**config.mk**
```make
export PLATFORM = sky130hd
export DESIGN_NAME = ssc_sync_mode_ctrl
export DESIGN_NICKNAME = d
export VERILOG_FILES = /design/src/verilog/ssc_pkg.sv /design/src/verilog/ssc_sync_mode_ctrl.sv
export SDC_FILE = /design/constraint.sdc
export NUM_CORES = 1
export LEC_CHECK = 0
export ABC_AREA = 1
export BUFFER_PORTS_ARGS = -buffer_cell sky130_fd_sc_hd__buf_2
export CAP_MARGIN = 20
export CORE_ASPECT_RATIO = 1.75
export CORE_MARGIN = 5
export CORE_UTILIZATION = 56
export CTS_CLUSTER_DIAMETER = 50
export DETAILED_ROUTE_END_ITERATION = 6
export PLACE_DENSITY = 0.76
export SYNTH_ARGS = -nofsm -noshare
export SYNTH_HDL_FRONTEND = slang
export SYNTH_SLANG_ARGS = --single-unit
export TNS_END_PERCENT = 5
```
**constraint.sdc**
```tcl
create_clock -name clk -period 4.95 [get_ports clk]
set_input_delay 1.2375 -clock clk [delete_from_list [all_inputs] [get_ports clk]]
set_output_delay 1.2375 -clock clk [all_outputs]
set_load 0.01 [all_outputs]
```
**src/verilog/ssc_pkg.sv**
```systemverilog
// Constants shared by the sensor sync and mode control block
package ssc_pkg;

   // ==========================================================
   // Register offsets (byte addresses on APB)
   localparam logic [11:0] SYNC_CONTROL_OFS = 12'h000;
   localparam logic [11:0] MODE_SETUP_OFS   = 12'h004;

   // ==========================================================
   // Reset values and writable-bit masks
   localparam logic [31:0] SYNC_CONTROL_RST = 32'h0000_0000;
   localparam logic [31:0] MODE_SETUP_RST   = 32'h0000_0000;
   localparam logic [31:0] SYNC_CONTROL_WM  = 32'h0000_0003;
   localparam logic [31:0] MODE_SETUP_WM    = 32'h0000_77FF;

   // ==========================================================
   // Field positions
   localparam int SC_SYNC_GEN_EN_BIT = 0;
   localparam int SC_RAW_WR_EN_BIT   = 1;
   localparam int MS_SYNC_DIR_BIT    = 0;
   localparam int MS_SHIFT_LSB       = 8;
   localparam int MS_SHIFT_MSB       = 10;
   localparam int MS_FORMAT_LSB      = 12;
   localparam int MS_FORMAT_MSB      = 13;
   localparam int MS_LOWPASS_BIT     = 14;
   localparam int MS_FIELD_BIT       = 15;

   // ==========================================================
   // Input formats
   localparam logic [1:0] FMT_RAW  = 2'h0;
   localparam logic [1:0] FMT_YC16 = 2'h1;
   localparam logic [1:0] FMT_YC8  = 2'h2;
   localparam logic [1:0] FMT_RSVD = 2'h3;

   // ==========================================================
   // Data path and timing generator sizes
   localparam int          PIX_W       = 16;
   localparam int          FIFO_DEPTH  = 32;
   localparam int          LVL_W       = 6;
   localparam logic [5:0]  FIFO_FULL_L = 6'h20;
   localparam logic [11:0] LINE_PIXELS = 12'h064;
   localparam logic [11:0] FRAME_LINES = 12'h020;

endpackage : ssc_pkg

```
**src/verilog/ssc_sync_mode_ctrl.sv**
```systemverilog
// Sensor sync enable, mode setup, raw data path and write FIFO
//
// Design decisions made here: the APB interface to the registers and the register addresses.
`timescale 1ns/10ps

// ==========================================================
// Synchronous FIFO with registered count
module ssc_fifo #(
   parameter int WIDTH = 16,
   parameter int DEPTH = 32
) (
   // System
   input  wire logic                       clk,
   input  wire logic                       sys_rst,
   // Fill side
   input  wire logic                       inValid,
   output logic                            inReady,
   input  wire logic [WIDTH-1:0]           inData,
   // Drain side
   output logic                            outValid,
   input  wire logic                       outReady,
   output logic      [WIDTH-1:0]           outData,
   // Fill level
   output logic      [$clog2(DEPTH+1)-1:0] level
);
   // Pointers wrap by overflow, so DEPTH must be a power of two
   localparam int PW = $clog2(DEPTH);
   localparam int CW = $clog2(DEPTH+1);

   logic [WIDTH-1:0] mem [DEPTH];
   logic [PW-1:0]    wrPtr_reg;
   logic [PW-1:0]    wrPtr_next;
   logic [PW-1:0]    rdPtr_reg;
   logic [PW-1:0]    rdPtr_next;
   logic [CW-1:0]    count_reg;
   logic [CW-1:0]    count_next;
   logic             push;
   logic             pop;

   always_comb begin
      inReady    = (count_reg != CW'(DEPTH));
      outValid   = (count_reg != '0);
      outData    = mem[rdPtr_reg];
      level      = count_reg;
      push       = inValid && inReady;
      pop        = outValid && outReady;
      wrPtr_next = push ? wrPtr_reg + 1'b1 : wrPtr_reg;
      rdPtr_next = pop ? rdPtr_reg + 1'b1 : rdPtr_reg;
      count_next = count_reg + CW'(push) - CW'(pop);
   end

   always_ff @(posedge clk or posedge sys_rst) begin
      if (sys_rst) begin
         wrPtr_reg <= '0;
         rdPtr_reg <= '0;
         count_reg <= '0;
      end else begin
         wrPtr_reg <= wrPtr_next;
         rdPtr_reg <= rdPtr_next;
         count_reg <= count_next;
      end
   end

   // Storage carries no reset; only the count register defines validity
   always_ff @(posedge clk) begin
      if (push) begin
         mem[wrPtr_reg] <= inData;
      end
   end

endmodule : ssc_fifo

// ==========================================================
// Top: APB registers, sync timing generator, raw data path
module ssc_sync_mode_ctrl (
   // System
   input  wire logic        clk,
   input  wire logic        sys_rst,
   // APB slave
   input  wire logic        psel,
   input  wire logic        penable,
   input  wire logic        pwrite,
   input  wire logic [11:0] paddr,
   input  wire logic [31:0] pwdata,
   output logic      [31:0] prdata,
   output logic             pready,
   output logic             pslverr,
   // Sensor input
   input  wire logic [15:0] pixIn,
   input  wire logic        pixValid,
   output logic             pixReady,
   input  wire logic        vsyncIn,
   input  wire logic        hsyncIn,
   input  wire logic        fieldIn,
   // Sync outputs
   output logic             vsyncOut,
   output logic             hsyncOut,
   output logic             syncOe,
   // Memory write stream
   output logic      [15:0] memData,
   output logic             memValid,
   input  wire logic        memReady
);

   // ==========================================================
   // Declarations
   logic [31:0] syncCtrl_reg, syncCtrl_next;
   logic [31:0] modeSetup_reg, modeSetup_next;
   logic [31:0] prdata_reg, prdata_next;
   logic        pready_reg, pready_next;
   logic        pslverr_reg, pslverr_next;
   logic        rawWrAct_reg, rawWrAct_next;
   logic        lowpassAct_reg, lowpassAct_next;
   logic        field_reg, field_next;
   logic [11:0] hCnt_reg, hCnt_next;
   logic [11:0] vCnt_reg, vCnt_next;
   logic        vsPrev_reg;
   logic        hsPrev_reg;
   logic        hsOut_reg, hsOut_next;
   logic        vsOut_reg, vsOut_next;
   logic        oe_reg, oe_next;
   logic [15:0] prev1_reg, prev1_next;
   logic [15:0] prev2_reg, prev2_next;
   logic        pixReady_reg, pixReady_next;
   logic [15:0] memData_reg, memData_next;
   logic        memValid_reg, memValid_next;

   logic        access;
   logic        hit;
   logic [31:0] rdValue;
   logic        syncGenEn;
   logic        syncDirOut;
   logic [1:0]  format;
   logic [2:0]  shiftAmt;
   logic        frameEvent;
   logic        hsRise;
   logic        vsRise;
   logic        accept;
   logic [17:0] filtSum;
   logic [15:0] procPix;
   logic [15:0] storePix;
   logic        fifoInValid;
   logic        fifoInReady;
   logic        fifoOutValid;
   logic        fifoOutReady;
   logic [15:0] fifoOutData;
   logic [5:0]  fifoLevel;

   assign syncGenEn  = syncCtrl_reg[ssc_pkg::SC_SYNC_GEN_EN_BIT];
   assign syncDirOut = modeSetup_reg[ssc_pkg::MS_SYNC_DIR_BIT];
   assign format     = modeSetup_reg[ssc_pkg::MS_FORMAT_MSB:ssc_pkg::MS_FORMAT_LSB];
   assign shiftAmt   = modeSetup_reg[ssc_pkg::MS_SHIFT_MSB:ssc_pkg::MS_SHIFT_LSB];

   // ==========================================================
   // APB register file: one wait state, answer registered
   always_comb begin
      access         = psel && penable;
      hit            = (paddr == ssc_pkg::SYNC_CONTROL_OFS) || (paddr == ssc_pkg::MODE_SETUP_OFS);
      rdValue        = 32'h0000_0000;
      if (paddr == ssc_pkg::SYNC_CONTROL_OFS) begin
         rdValue = syncCtrl_reg;
      end else if (paddr == ssc_pkg::MODE_SETUP_OFS) begin
         rdValue                         = modeSetup_reg;
         rdValue[ssc_pkg::MS_FIELD_BIT]  = field_reg;
      end
      syncCtrl_next  = syncCtrl_reg;
      modeSetup_next = modeSetup_reg;
      pready_next    = access && !pready_reg;
      pslverr_next   = access && !pready_reg && !hit;
      prdata_next    = (access && !pready_reg && !pwrite) ? rdValue : 32'h0000_0000;
      // Write lands at the edge that completes the access
      if (access && pready_reg && pwrite) begin
         if (paddr == ssc_pkg::SYNC_CONTROL_OFS) begin
            syncCtrl_next = pwdata & ssc_pkg::SYNC_CONTROL_WM;
         end else if (paddr == ssc_pkg::MODE_SETUP_OFS) begin
            modeSetup_next = pwdata & ssc_pkg::MODE_SETUP_WM;
         end
      end
   end

   always_ff @(posedge clk or posedge sys_rst) begin
      if (sys_rst) begin
         syncCtrl_reg  <= ssc_pkg::SYNC_CONTROL_RST;
         modeSetup_reg <= ssc_pkg::MODE_SETUP_RST;
         prdata_reg    <= 32'h0000_0000;
         pready_reg    <= 1'b0;
         pslverr_reg   <= 1'b0;
      end else begin
         syncCtrl_reg  <= syncCtrl_next;
         modeSetup_reg <= modeSetup_next;
         prdata_reg    <= prdata_next;
         pready_reg    <= pready_next;
         pslverr_reg   <= pslverr_next;
      end
   end

   // ==========================================================
   // Sync timing generator
   always_comb begin
      hsRise     = hsyncIn && !hsPrev_reg;
      vsRise     = vsyncIn && !vsPrev_reg;
      hCnt_next  = hCnt_reg;
      vCnt_next  = vCnt_reg;
      frameEvent = 1'b0;
      field_next = field_reg;
      if (!syncGenEn) begin
         hCnt_next = 12'h000;
         vCnt_next = 12'h000;
      end else if (syncDirOut) begin
         // Free-running generator; a pixel count left past the end by input mode wraps at once, a line count at the next line end
         frameEvent = (hCnt_reg == 12'h000) && (vCnt_reg == 12'h000);
         if (hCnt_reg >= ssc_pkg::LINE_PIXELS - 12'h001) begin
            hCnt_next = 12'h000;
            if (vCnt_reg >= ssc_pkg::FRAME_LINES - 12'h001) begin
               vCnt_next = 12'h000;
            end else begin
               vCnt_next = vCnt_reg + 12'h001;
            end
         end else begin
            hCnt_next = hCnt_reg + 12'h001;
         end
         if (frameEvent) begin
            field_next = !field_reg;
         end
      end else begin
         // Counters restart on the external edges
         frameEvent = vsRise;
         hCnt_next = hsRise ? 12'h000 : hCnt_reg + 12'h001;
         if (vsRise) begin
            vCnt_next = 12'h000;
         end else if (hsRise) begin
            vCnt_next = vCnt_reg + 12'h001;
         end
         if (vsRise) begin
            field_next = fieldIn;
         end
      end
      hsOut_next = syncGenEn && syncDirOut && (hCnt_next == 12'h000);
      vsOut_next = syncGenEn && syncDirOut && (vCnt_next == 12'h000);
      oe_next    = syncDirOut;
   end

   always_ff @(posedge clk or posedge sys_rst) begin
      if (sys_rst) begin
         hCnt_reg   <= 12'h000;
         vCnt_reg   <= 12'h000;
         hsPrev_reg <= 1'b0;
         vsPrev_reg <= 1'b0;
         hsOut_reg  <= 1'b0;
         vsOut_reg  <= 1'b0;
         oe_reg     <= 1'b0;
         field_reg  <= 1'b0;
      end else begin
         hCnt_reg   <= hCnt_next;
         vCnt_reg   <= vCnt_next;
         hsPrev_reg <= hsyncIn;
         vsPrev_reg <= vsyncIn;
         hsOut_reg  <= hsOut_next;
         vsOut_reg  <= vsOut_next;
         oe_reg     <= oe_next;
         field_reg  <= field_next;
      end
   end

   // ==========================================================
   // Raw data path: frame-latched controls, filter, shift
   always_comb begin
      rawWrAct_next   = rawWrAct_reg;
      lowpassAct_next = lowpassAct_reg;
      if (frameEvent) begin
         rawWrAct_next   = syncCtrl_reg[ssc_pkg::SC_RAW_WR_EN_BIT];
         lowpassAct_next = modeSetup_reg[ssc_pkg::MS_LOWPASS_BIT];
      end
      accept   = pixValid && pixReady_reg;
      filtSum  = {2'b00, prev2_reg} + {1'b0, prev1_reg, 1'b0} + {2'b00, pixIn};
      procPix  = pixIn;
      storePix = pixIn;
      if (format == ssc_pkg::FMT_RAW) begin
         procPix  = lowpassAct_reg ? filtSum[17:2] : pixIn;
         storePix = procPix >> shiftAmt;
      end
      // Reserved format stores nothing
      fifoInValid = accept && rawWrAct_reg && syncGenEn
                    && (format != ssc_pkg::FMT_RSVD);
      prev1_next  = accept ? pixIn : prev1_reg;
      prev2_next  = accept ? prev1_reg : prev2_reg;
      if (frameEvent) begin
         prev1_next = 16'h0000;
         prev2_next = 16'h0000;
      end
      // Ready looks one push ahead so the flag can be a flop
      pixReady_next = (fifoLevel + 6'(fifoInValid && fifoInReady)) < ssc_pkg::FIFO_FULL_L;
      fifoOutReady  = !memValid_reg || memReady;
      memValid_next = memValid_reg;
      memData_next  = memData_reg;
      if (fifoOutReady) begin
         memValid_next = fifoOutValid;
         memData_next  = fifoOutValid ? fifoOutData : memData_reg;
      end
   end

   always_ff @(posedge clk or posedge sys_rst) begin
      if (sys_rst) begin
         rawWrAct_reg   <= 1'b0;
         lowpassAct_reg <= 1'b0;
         prev1_reg      <= 16'h0000;
         prev2_reg      <= 16'h0000;
         pixReady_reg   <= 1'b0;
         memValid_reg   <= 1'b0;
         memData_reg    <= 16'h0000;
      end else begin
         rawWrAct_reg   <= rawWrAct_next;
         lowpassAct_reg <= lowpassAct_next;
         prev1_reg      <= prev1_next;
         prev2_reg      <= prev2_next;
         pixReady_reg   <= pixReady_next;
         memValid_reg   <= memValid_next;
         memData_reg    <= memData_next;
      end
   end

   // ==========================================================
   // Write buffer toward memory
   ssc_fifo #(
      .WIDTH (ssc_pkg::PIX_W),
      .DEPTH (ssc_pkg::FIFO_DEPTH)
   ) ssc_fifo_i (
      .clk      (clk),
      .sys_rst  (sys_rst),
      .inValid  (fifoInValid),
      .inReady  (fifoInReady),
      .inData   (storePix),
      .outValid (fifoOutValid),
      .outReady (fifoOutReady),
      .outData  (fifoOutData),
      .level    (fifoLevel)
   );

   // ==========================================================
   // Outputs
   assign prdata   = prdata_reg;
   assign pready   = pready_reg;
   assign pslverr  = pslverr_reg;
   assign pixReady = pixReady_reg;
   assign vsyncOut = vsOut_reg;
   assign hsyncOut = hsOut_reg;
   assign syncOe   = oe_reg;
   assign memData  = memData_reg;
   assign memValid = memValid_reg;

endmodule : ssc_sync_mode_ctrl

```
[Yosys cells after proc, flatten, opt, wreduce, memory -nomap -nowiden]
Memories as Yosys holds them, arrays and structs flattened. A register that Yosys moved wholly into a read port is not among the register bits.
Index checks and enable logic that the tools add are counted.
Operators by class
  add/subtract/negate cells: 8
  equality and inequality tests: 4
  mux-type cells: 26
  reduce and logical (&&, ||, !) cells: 40
  shifts and indexed selects: 1
  magnitude comparators: 3
  bitwise gates (word level): 1
Operators with widths (count)
  2-to-1 mux 12 bit: 10
  2-to-1 mux 16 bit: 7
  2-to-1 mux 32 bit: 2
  zero test 12 bit: 5
  adder 12 x 1 -> 12 bit, second input constant: 2
  adder 16 x 17 -> 18 bit: 1
  adder 18 x 16 -> 18 bit: 1
  logical AND 1 bit: 18
  right shift 16 x 3 -> 16 bit: 1
  equality test 12 x 3 -> 1 bit, second input constant: 1
  >= comparator 12 x 5 -> 1 bit, second input constant: 1
  >= comparator 12 x 7 -> 1 bit, second input constant: 1
  adder 5 x 1 -> 5 bit, second input constant: 2
  zero test 1 bit: 7
  2-to-1 mux 1 bit: 7
  adder 6 x 1 -> 6 bit: 1
  less-than comparator 6 bit, second input constant: 1
  != test 6 bit, second input constant: 1
  AND reduction 3 bit: 2
  nonzero test 6 bit: 1
  subtractor 6 x 1 -> 6 bit: 1
  AND reduction 2 bit: 2
  nonzero test 2 bit: 2
  zero test 2 bit: 1
  other kinds (4): 5
Storage, ports and cells
  bits in writable memories: 512
  output and inout bits: 55
  bits in registers: 132
  memories: 1
  input bits: 70
  word-level logic and storage cells: 106
Memories
  ssc_fifo_i.mem: depth 32, bits a word 16, rd ports 1, clocked after Yosys merged registers in 1, wr ports 1, line ssc_sync_mode_ctrl.sv:30  | logic [WIDTH-1:0] mem [DEPTH];

[Logic depth before layout (Yosys ltp)]
Gate-level depths: netlist of run 1.
  depth after elaboration: 8
  gate-level depth with buffers: 18
  mapped depth without buffers: 18

[Cells and area by module]
Synthesis of run 1 repeated with hierarchy kept, for this count alone.
Unflattened totals
  cells, all modules: 3089
  area total of the unflattened synthesis: 30108.9 um^2
Modules (own cells, without submodules)
  ssc_fifo: cells an instance 2108, area an instance 22641.7 um^2, seq. area each 15775.1 um^2, instances 1
  ssc_sync_mode_ctrl: cells an instance 981, area an instance 7467.2 um^2, seq. area each 2877.8 um^2, instances 1

[Least setup slack after synthesis of run 1]
No wires, ideal clock.
  path type: in2reg
  from: in pixIn[1]
  to: mem ssc_fifo_i.mem[0][12], data pin
  arrival: 3.845 ns
  cell stages on the path: 15
  required time: 4.496 ns
  setup time: 0.454 ns
  buffers on the path: 0
  setup slack: 0.651 ns
  path through: inv_1 -> fa_1 -> nor2_2 -> fa_1 -> nand3_1 -> nand3_1 -> nand2_1 -> nand2_1 -> nand2_1 -> nand3_1 -> nand3_1 -> nand3_1 -> nand3_1 -> nand3_1 -> o21ai_0
Between the ends
  word-level cells in the longest chain between the ends: 4
Ends and longest elaborated chain
  start: declaration: line ssc_sync_mode_ctrl.sv:89  | input wire logic [15:0] pixIn,
  adder 18 x 16 -> 18 bit: line ssc_sync_mode_ctrl.sv:275  | filtSum = {2'b00, prev2_reg} + {1'b0, prev1_reg, 1'b0} + {2'b00, pixIn};
  2-to-1 mux 16 bit *: line ssc_sync_mode_ctrl.sv:279  | procPix = lowpassAct_reg ? filtSum[17:2] : pixIn;
  right shift 16 x 3 -> 16 bit *: line ssc_sync_mode_ctrl.sv:280  | storePix = procPix >> shiftAmt;
  2-to-1 mux 16 bit *: line ssc_sync_mode_ctrl.sv:278  | if (format == ssc_pkg::FMT_RAW) begin
  via ssc_fifo_i.inData[12]: line ssc_sync_mode_ctrl.sv:18  | input wire logic [WIDTH-1:0] inData,
  end: declaration: line ssc_sync_mode_ctrl.sv:30
The timed path passes the listed nets; every way through them passes the cells marked *.

[Worst setup path after layout of run 1]
  from: in pixIn[1]
  to: mem ssc_fifo_i.mem[16][8], data pin
The elaborated chain is that of the path after synthesis.

==> results of run 1 <==
-- per-stage QoR --
step | instance area (sq um) | std cells | util, % | hold WS, ns
6_report | 31200 | 3299 | 62.8 | 0.472
5_1_grt | 31200 | 3298 | 62.8 | 0.511
4_1_cts | 31100 | 3297 | 62.8 | 0.475
3_5_place_dp | 29400 | 3197 | 59.2 | 0.461
3_3_place_gp | 29400 | 3197 | 59.2 | 0.454
2_1_floorplan | 28200 | 2533 | - | 0.400
-- layout make-up --
class / instances / area, sq um / area share (%)
antenna: 1 / 2.50 / 0.00803
clock buffer: 69 / 1440 / 4.61
clock inverter: 31 / 337 / 1.08
inverter: 134 / 514 / 1.65
multi-input combinational: 1599 / 8310 / 26.7
sequential: 643 / 18700 / 59.9
tap: 660 / 826 / 2.65
timing repair buffer: 162 / 1080 / 3.45
-- path summary, 6_finish.rpt --
kind                                     startpoint                               to  slack, ns  cells past startpoint
setup reg to reg           prev1_reg[0]$_DFFE_PP0P_  ssc_fifo_i.mem[16][8]$_DFFE_PP_       1.59                     16
hold / removal                     pready$_DFF_PP0_                 pready$_DFF_PP0_       0.47                      1
max in group asynchronous                   sys_rst        prev1_reg[10]$_DFFE_PP0P_       3.37                      3
min in group asynchronous                   sys_rst                 syncOe$_DFF_PP0_       0.83                      2
hold reg to reg                    pready$_DFF_PP0_                 pready$_DFF_PP0_       0.47                      1
setup / recovery                           pixIn[1]  ssc_fifo_i.mem[16][8]$_DFFE_PP_       1.13                     17
-- logic make-up (layout without fill, tap and decap cells) --
group | after synthesis | after routing | synth area share, %
compound gates | 478 | 478 | 9.87
xor+xnor | 26 | 26 | 0.811
fa+ha+maj | 44 | 44 | 2.39
buf+inv | 291 | 396 | 4.30
flops | 643 | 643 | 66.4
mux | 12 | 12 | 0.481
other cells | 1 | 18 | 0.0133
simple gates | 1022 | 1022 | 15.7
-- power by group through the flow --
stage	Combinational [uW]	Sequential, uW	Clock [uW]
6_report	641	5890	4280
5_1_grt	736	5890	4570
4_1_cts	647	5890	4330
3_5_place_dp	642	6000	0
3_3_place_gp	630	6000	0
2_1_floorplan	460	6000	0
-- per-layer routing --
layer	wire, microns	vias up
met1	24300	9695
met3	5180	214
met5	8	-
met4	3660	2
met2	37100	992
li1	-	9098
-- cell usage in the layout (no fill, tap or decap), types with 4 or more instances in the layout --
| cell | count |
|---|---|
| clkbuf_1 | 12 |
| o221ai_1 | 47 |
| o22ai_1 | 82 |
| nor3_1 | 12 |
| clkinvlp_4 | 4 |
| inv_2 | 14 |
| inv_1 | 112 |
| edfxtp_1 | 512 |
| buf_12 | 6 |
| clkinv_2 | 11 |
| o21ai_2 | 4 |
| fa_1 | 16 |
| nor2_1 | 357 |
| a21oi_1 | 14 |
| conb_1 | 17 |
| nor2_2 | 4 |
| ha_1 | 28 |
| xnor2_1 | 5 |
| nor3_2 | 4 |
| or2_2 | 8 |
| xor2_1 | 21 |
| and2_1 | 5 |
| clkbuf_16 | 54 |
| clkinv_1 | 10 |
| o21ai_1 | 10 |
| o211ai_1 | 27 |
| nand4_1 | 46 |
| dfrtp_1 | 128 |
| buf_2 | 89 |
| nor3b_1 | 9 |
| o21ai_0 | 283 |
| nand2_1 | 325 |
| nand3_1 | 237 |
| mux2_2 | 12 |
| bufinv_16 | 5 |
| buf_4 | 66 |
==> results.md, run 1 <==
* Number of I/O port buffers at 89
* Hold-fix buffers, CTS at 0
* CTS buffer count at 53
* WL per Instance at 21.3 microns
* Crit path cell chain: buf_2 > inv_1 > fa_1 > nor2_2 > fa_1 > nand3_1 > nand3_1 > nand2_1 > nand2_1 > nand2_1 > nand3_1 > nand3_1 > nand3_1 > nand3_1 > nand3_1 > nand3_1 > buf_4
* Comb pwr share at 5.9%
* CP delay by family, top: simple AND/OR/NAND/NOR gates
* Clock share of power at between 30% and 40%
* Worst path max stage delay at 0.55 ns
* Synth top cells by count: edfxtp_1, nor2_1, nand2_1, o21ai_0, nand3_1
* Syn_area_per_cell at 11.2 sq um
* Tot Pwr at around 11000 uW
* I/O pins at 125
* Post-synth top area cell: edfxtp_1
* Outcome: complete, no violations
* Max_cap viols at 0
* Cell mode on critical path: nand3_1
* Setup CP Type: in2reg
* CP Max Fanout at 32
* Row cnt at between 100 and 150
* Hold Crit Class: reg2reg
* Tcrit/Tclk final at 77.2%
* Initial antenna violation count at 1
* Total GRT Usage at 25.3%
* Post-CTS setup repair buffer count at 0
* Max H-tree Level at 2
* P_int at 8420 uW
* Final setup skew at 0.0337 ns
* Crit path launch type: input pin
* EDFF count, synth at 512
* Clock Latency Late Sink at 0.60 ns
* Core area at 49600 sq um
* Max Fclk at 262 MHz
* Layout cell share with drive strength beyond 1 at 11.6%
* Vias at 20.0k
* CP max stage cell: fa_1
* Global-route met1 utilization at between 30 and 40%
* First-pass GRT wire length at 109 mm
* Initial core utilization at a little under three fifths
* Clock sink count at ~640
* Top reg by flops: ssc_fifo_i.mem
* Post-synth cell types at 46
* Setup violations, final at 0
* Die height at 306 microns
* Psw at about 2400 uW
* Initial drt markers at 2405
* Residual DRC at 0
* Global route hottest layer: met2
* Final hold violation count at 0
* Clock Path Buffers at 3
* Leakage power at 0.0117 uW
* Sw frac at between 20% and 30%
* WP buf/inv at 3
* CTS root buf: clkbuf_16
* Gr ovfl total at 0
* Tmin final at 3.82 ns
* CP Capture Type: flip-flop
* HPWL Detailed at 44.3 mm
* Final WS setup at 1.13 ns
* RSZ-0062 raised after global routing: false
* Reg clk slew, reported paths at roughly 0.060 ns
* Post-layout nets at 2707
* Cells after Synth at 2517
* Chip width at 179 microns
* First-pass iteration count of the detailed router at 6
* Relative slew slack at 12.7%
* Synth Flop Type: edfxtp_1
* Critical path arrival at 4.19 ns
* Most frequent cell after synthesis: edfxtp_1
* WP data required at between 5 and 6 ns
* Largest register FFs at 512
* Number of global-route vias before repair at 20.0k
* Worst VDD drop at 0.320 mV
* Post-CTS Resized at 0
* Area delta synth->final at 11.0%
* CTS tree: yes
* Yosys reg bits at 643
* Dpl ws at 0.425 ns
* Final GP Congestion at 0.889
* Via density per instance at 6.06
* Warnings, synthesis at 0
* Post-route antenna net violation count at 0
* Slew Limit Fails at 0
* GR Layer Usage met2 at 44.9%
* DRT Wirelength at 70.3 mm
* Post-Syn Area at approximately 28000 sq um
* Largest net degree at the start of global routing at 259
* Post-synth top area share at ~55%
* Seq pwr share at 54.5%
* Worst-margin pin slew at 1.31 ns
* Sequential area share after synthesis at 66.4%
* Ys async rst share at between 20% and 30%
* TNS Setup at 0 ns
* Die area at approximately 55000 sq um
* FILL cells at about 3.7k
* P per Cell Area at 347 nW/um^2
* Top post-synthesis cells by area: edfxtp_1, dfrtp_1, o21ai_0
* Met3 Track Usage GR at around 3.5%
Power figures use the tool's default switching activity.
==> run 2, diff against run 1 <==
==> constraint.sdc (replaced) <==
create_clock -name clk -period 3.5 [get_ports clk]
set_input_delay 0.875 -clock clk [delete_from_list [all_inputs] [get_ports clk]]
set_output_delay 0.875 -clock clk [all_outputs]
set_load 0.01 [all_outputs]
==> results.md, run 2 (synthesized netlist as in run 1, its figures left out) <==
* Post-CTS setup repair buffer count at 0
* Max H-tree Level at 2
* Worst r2r src: prev1_reg[0]$_DFFE_PP0P_
* Commonest non-fill, non-tap cell in the layout: edfxtp_1
* Global-route met1 utilization at 29.6%
* Clock sink count at 643
* CTS buffer count at 53
* Vias at 20.2k
* Die area at 54900 sq um
* Global route hottest layer: met2
* Number of I/O port buffers at 89
* Max Fclk at approximately 310 MHz
* CTS tree: yes
* Initial core utilization at 56.6%
* First-pass GRT wire length at 110 mm
* Post-route antenna net violation count at 0
* Post-CTS Resized at 0
* Initial antenna violation count at 0
* Hold Crit Class: in2async
* Core area at 49600 sq um
* I/O pins at 125
* R2R setup slack at 0.27 ns
* Clock Latency Late Sink at just over 0.6 ns
* Largest register FFs at 512
* WL per Instance at between 20 and 25 microns
* HPWL Detailed at 45.0 mm
* GR Layer Usage met2 at 46.5%
* Dpl ws at -0.398 ns
* CP Max Fanout at 32
* Leakage power at 0.0121 uW
* RSZ-0062 raised after global routing: false
* Crit path launch type: input pin
* Total GRT Usage at 25.8%
* Critical path arrival at ~3.6 ns
* Setup violations, final at 0
* Final WS setup at 0.224 ns
* RR Endpoint: ssc_fifo_i.mem[29][11]$_DFFE_PP_
* Chip width at 179 microns
* Final GP Congestion at 0.900
* Die height at 306 microns
* Met3 Track Usage GR at about 3.6%
* Tmin final at 3.28 ns
* Tcrit/Tclk final at between 90 and 100%
* Slew Limit Fails at 0
* CP Capture Type: flip-flop
* Relative slew slack at 37.0%
* Number of global-route vias before repair at 20.4k
* R2R cell count at 15
* Via density per instance at 6.03
* WP data required at 3.83 ns
* Top reg by flops: ssc_fifo_i.mem
* Final hold violation count at 0
* Gr ovfl total at 0
* Reg clk slew, reported paths at 0.07 ns
* Most frequent cells in the layout: edfxtp_1, nor2_1, nand2_1, o21ai_0, nand3_1
* Row cnt at 108
* Outcome: complete, no violations
* Area delta synth->final at 13.4%
* Final setup skew at between 0.03 and 0.04 ns
* TNS Setup at 0 ns
* Residual DRC at 0
* Ant diodes at 0
* Clock Path Buffers at 3
* Post-layout nets at approximately 2.8k
* CTS root buf: clkbuf_16
* Largest net degree at the start of global routing at 167
* Worst VDD drop at 0.473 mV
* P per Cell Area at 487 nW/um^2
* Max_cap viols at 0
* Worst-margin pin slew at 0.945 ns
* Hold-fix buffers, CTS at 0
* DRT Wirelength at 71.1 mm
* Setup CP Type: in2reg
* Layout cell share with drive strength beyond 1 at 13.6%
* First-pass iteration count of the detailed router at 6
* Initial drt markers at 1976
-- run 2: worst max-delay path: stages --
cell and delay [ns]:
buf_2 0.09, inv_1 0.06, fa_1 0.55, nor2_2 0.06, fa_1 0.45, nand3_1 0.10
nand3_1 0.16, nand3_1 0.15, nand3_1 0.11, nand2_1 0.10, nand3_1 0.09, o211ai_1 0.16
nor2_1 0.09, a22oi_1 0.22, nand2_1 0.14, buf_12 0.18
-- run 2: through the flow --
| stage | utilization, % | instance area (sq um) | power [uW] | std cells | hold slack (ns) |
|---|---|---|---|---|---|
| floorplan | - | 28200 | 9140 | 2533 | 0.400 |
| global placement | 60.6 | 30000 | 9540 | 3254 | 0.462 |
| detailed placement | 60.6 | 30000 | 9560 | 3254 | 0.458 |
| CTS | 64.2 | 31900 | 15600 | 3354 | 0.275 |
| global route | 64.2 | 31900 | 16100 | 3354 | 0.296 |
| finish | 64.2 | 31900 | 15500 | 3354 | 0.296 |
-- run 2: worst max path at each step --
stage,from,end,slack [ns]
final,pixIn[1],ssc_fifo_i.mem[29][11]$_DFFE_PP_,0.22
after global routing,pixIn[1],ssc_fifo_i.mem[11][6]$_DFFE_PP_,0.005
after CTS,pixIn[1],ssc_fifo_i.mem[30][11]$_DFFE_PP_,0.23
after detailed placement,pixIn[1],ssc_fifo_i.mem[5][11]$_DFFE_PP_,-0.40
after global placement,pixIn[1],ssc_fifo_i.mem[2][11]$_DFFE_PP_,-0.34
after floorplan,pixIn[1],ssc_fifo_i.mem[0][12]$_DFFE_PP_,-0.44
-- run 2: routing by layer --
metal,part of all wire [%],up-vias,wire length [microns]
met5,0,-,0
met4,5.4,0,3860
met3,7.3,219,5180
met2,53,967,37700
met1,34,9825,24300
li1,-,9211,-
-- run 2: area by class of cell --
| class | instances | area, sq um |
|---|---|---|
| multi-input cells | 1599 | 8310 |
| inverters | 134 | 513 |
| flip-flops and latches | 643 | 18700 |
| repair buffers | 218 | 1730 |
| clock inverters | 32 | 344 |
| fillers | 3681 | 17700 |
| well taps | 660 | 826 |
| clock buffers | 68 | 1480 |
-- run 2: where the power goes --
group          total, uW  internal (uW)  switching, uW
registers           8330           8290           34.8
logic               1070            443            631
clock network       6110           3400           2720
==> run 3, diff against run 2 <==
--- a/config.mk
+++ b/config.mk
@@ -14,6 +14,7 @@
 export CTS_CLUSTER_DIAMETER = 50
 export DETAILED_ROUTE_END_ITERATION = 6
 export PLACE_DENSITY = 0.76
+export RECOVER_POWER = 50
 export SYNTH_ARGS = -nofsm -noshare
 export SYNTH_HDL_FRONTEND = slang
 export SYNTH_SLANG_ARGS = --single-unit
==> constraint.sdc (replaced) <==
create_clock -name clk -period 3.5 [get_ports clk]
set_input_delay 0.875 -clock clk [delete_from_list [all_inputs] [get_ports clk]]
set_output_delay 0.875 -clock clk [all_outputs]
set_load 0.02 [all_outputs]
==> results.md, run 3 (synthesized netlist as in run 1, its figures left out) <==
* Vias at 20.2k
* Outcome: complete, no violations
* Tmin final at 3.29 ns
* WL per Instance at 21.2 microns
* CP Max Fanout at 32
* Finished Core Util at 63.8%
* Setup violations, final at 0
* Ant diodes at 0
* P per Cell Area at 491 nW/um^2
* Relative slew slack at 5.42%
* Gr ovfl total at 0
* Number of global-route vias before repair at between 20k and 25k
* Residual DRC at 0
* Post-Place Cells at between 3k and 4k
* Largest register FFs at 512
* Post-route antenna net violation count at 0
* Crit path launch type: input pin
* Setup CP Type: in2reg
* First-pass iteration count of the detailed router at 6
* HPWL Detailed at around 45 mm
* Worst-margin pin slew at 1.42 ns
* Initial antenna violation count at 0
* WP data required at 3.83 ns
* CTS root buf: clkbuf_16
* Worst VDD drop at 0.472 mV
* Die area at 54900 sq um
* TNS Setup at 0 ns
* Clock Latency Late Sink at between 0.6 and 0.7 ns
* Slew Limit Fails at 0
* Post-layout nets at 2763
* Commonest non-fill, non-tap cell in the layout: edfxtp_1
* Reg clk slew, reported paths at approximately 0.07 ns
* Non-filler cells, final at roughly 3.4k
* First-pass GRT wire length at 110 mm
* CTS buffer count at 53
* R2R cell count at 7
* Via density per instance at between 6 and 7
* RSZ-0062 raised after global routing: false
* Initial drt markers at 1869
* Row cnt at 108
* Number of I/O port buffers at 89
* Clock Path Buffers at 3
* Max_cap viols at 0
* R2R setup slack at 0.25 ns
* Most frequent cells in the layout: edfxtp_1, nor2_1, nand2_1, o21ai_0, nand3_1
* Max H-tree Level at 2
* Initial core utilization at 56.6%
* Top reg by flops: ssc_fifo_i.mem
* Multi-input logic area at around 8300 sq um
* CTS tree: yes
* Hold-fix buffers, CTS at 0
* Tcrit/Tclk final at 94.0%
* Area delta synth->final at 12.5%
* Leakage power at roughly 0.012 uW
* Max Fclk at 304 MHz
* Total GRT Usage at 25.8%
* Final GP Congestion at 0.900
* Hold Crit Class: in2async
* Flip-flop and latch area at 18700 sq um
* Post-CTS Resized at 0
* Final hold violation count at 0
* Core area at slightly below 50000 sq um
* DRT Wirelength at between 70 and 80 mm
* FILL cells at 3743
* Largest net degree at the start of global routing at approximately 170
* Die height at a little over 300 microns
* Final setup skew at 0.0283 ns
* Chip width at 179 microns
* I/O pins at 125
* Post-CTS setup repair buffer count at 0
* Critical path arrival at 3.62 ns
* Clock sink count at 643
* CP Capture Type: flip-flop
* Layout cell share with drive strength beyond 1 at 10.7%
==> run 3: changes by cell type in the layout (fill, tap and decap cells not counted), sizes merged <==
cell,before,now
buf,218,137
clkbuf,68,149
==> run 3: final timing paths <==
kind,start,end
setup reg to reg,syncCtrl_reg[0]$_DFFE_PP0P_,ssc_fifo_i.mem[22][5]$_DFFE_PP_
hold reg to reg,hCnt_reg[0]$_DFF_PP0_,hCnt_reg[0]$_DFF_PP0_
setup / recovery,pixIn[1],ssc_fifo_i.mem[28][11]$_DFFE_PP_
hold / removal,sys_rst,vsyncOut$_DFF_PP0_
min in group clk,vsyncIn,vsPrev_reg$_DFF_PP0_
max in group asynchronous,sys_rst,ssc_fifo_i.rdPtr_reg[0]$_DFFE_PP0P_
==> run 3: cell type report <==
class                   count  share of cell area, %
inverters                 134                   1.61
repair buffers            218                   4.78
well taps                 660                   2.61
clock buffers              68                   4.67
flip-flops and latches    643                   59.0
multi-input cells        1599                   26.2
clock inverters            32                   1.09
==> run 3: where the power goes <==
part	switching [uW]	internal (uW)	total [uW]
clock	2710	3400	6110
combinational	640	438	1080
sequential	35.0	8290	8330
==> run 3: metrics by stage <==
step | worst slack [ns] | total power (uW) | hold WS, ns | instance area, sq um
finish | 0.209 | 15500 | 0.366 | 31600
global route | 0.00469 | 16100 | 0.386 | 31600
CTS | 0.227 | 15600 | 0.275 | 31900
detailed placement | -0.398 | 9570 | 0.458 | 30000
global placement | -0.340 | 9550 | 0.462 | 30000
floorplan | -0.437 | 9150 | 0.400 | 28200
==> run 3: worst max-delay path, stage by stage <==
cell and delay, ns:
buf_2 0.09, inv_1 0.06, fa_1 0.55, nor2_2 0.06
fa_1 0.45, nand3_1 0.10, nand3_1 0.17, nand3_1 0.16
nand3_1 0.11, nand2_1 0.10, nand3_1 0.09, o211ai_1 0.16
nor2_1 0.09, a22oi_1 0.22, nand2_1 0.14, buf_12 0.18
==> run 3: routing by layer <==
metal  global-route usage, %  wire (microns)  vias to the layer above
met5                       0               0                        -
met4                    13.0            3880                        0
met3                    3.59            5140                      228
met2                    46.5           37800                     1014
met1                    29.6           24300                     9781
li1                        -               -                     9211
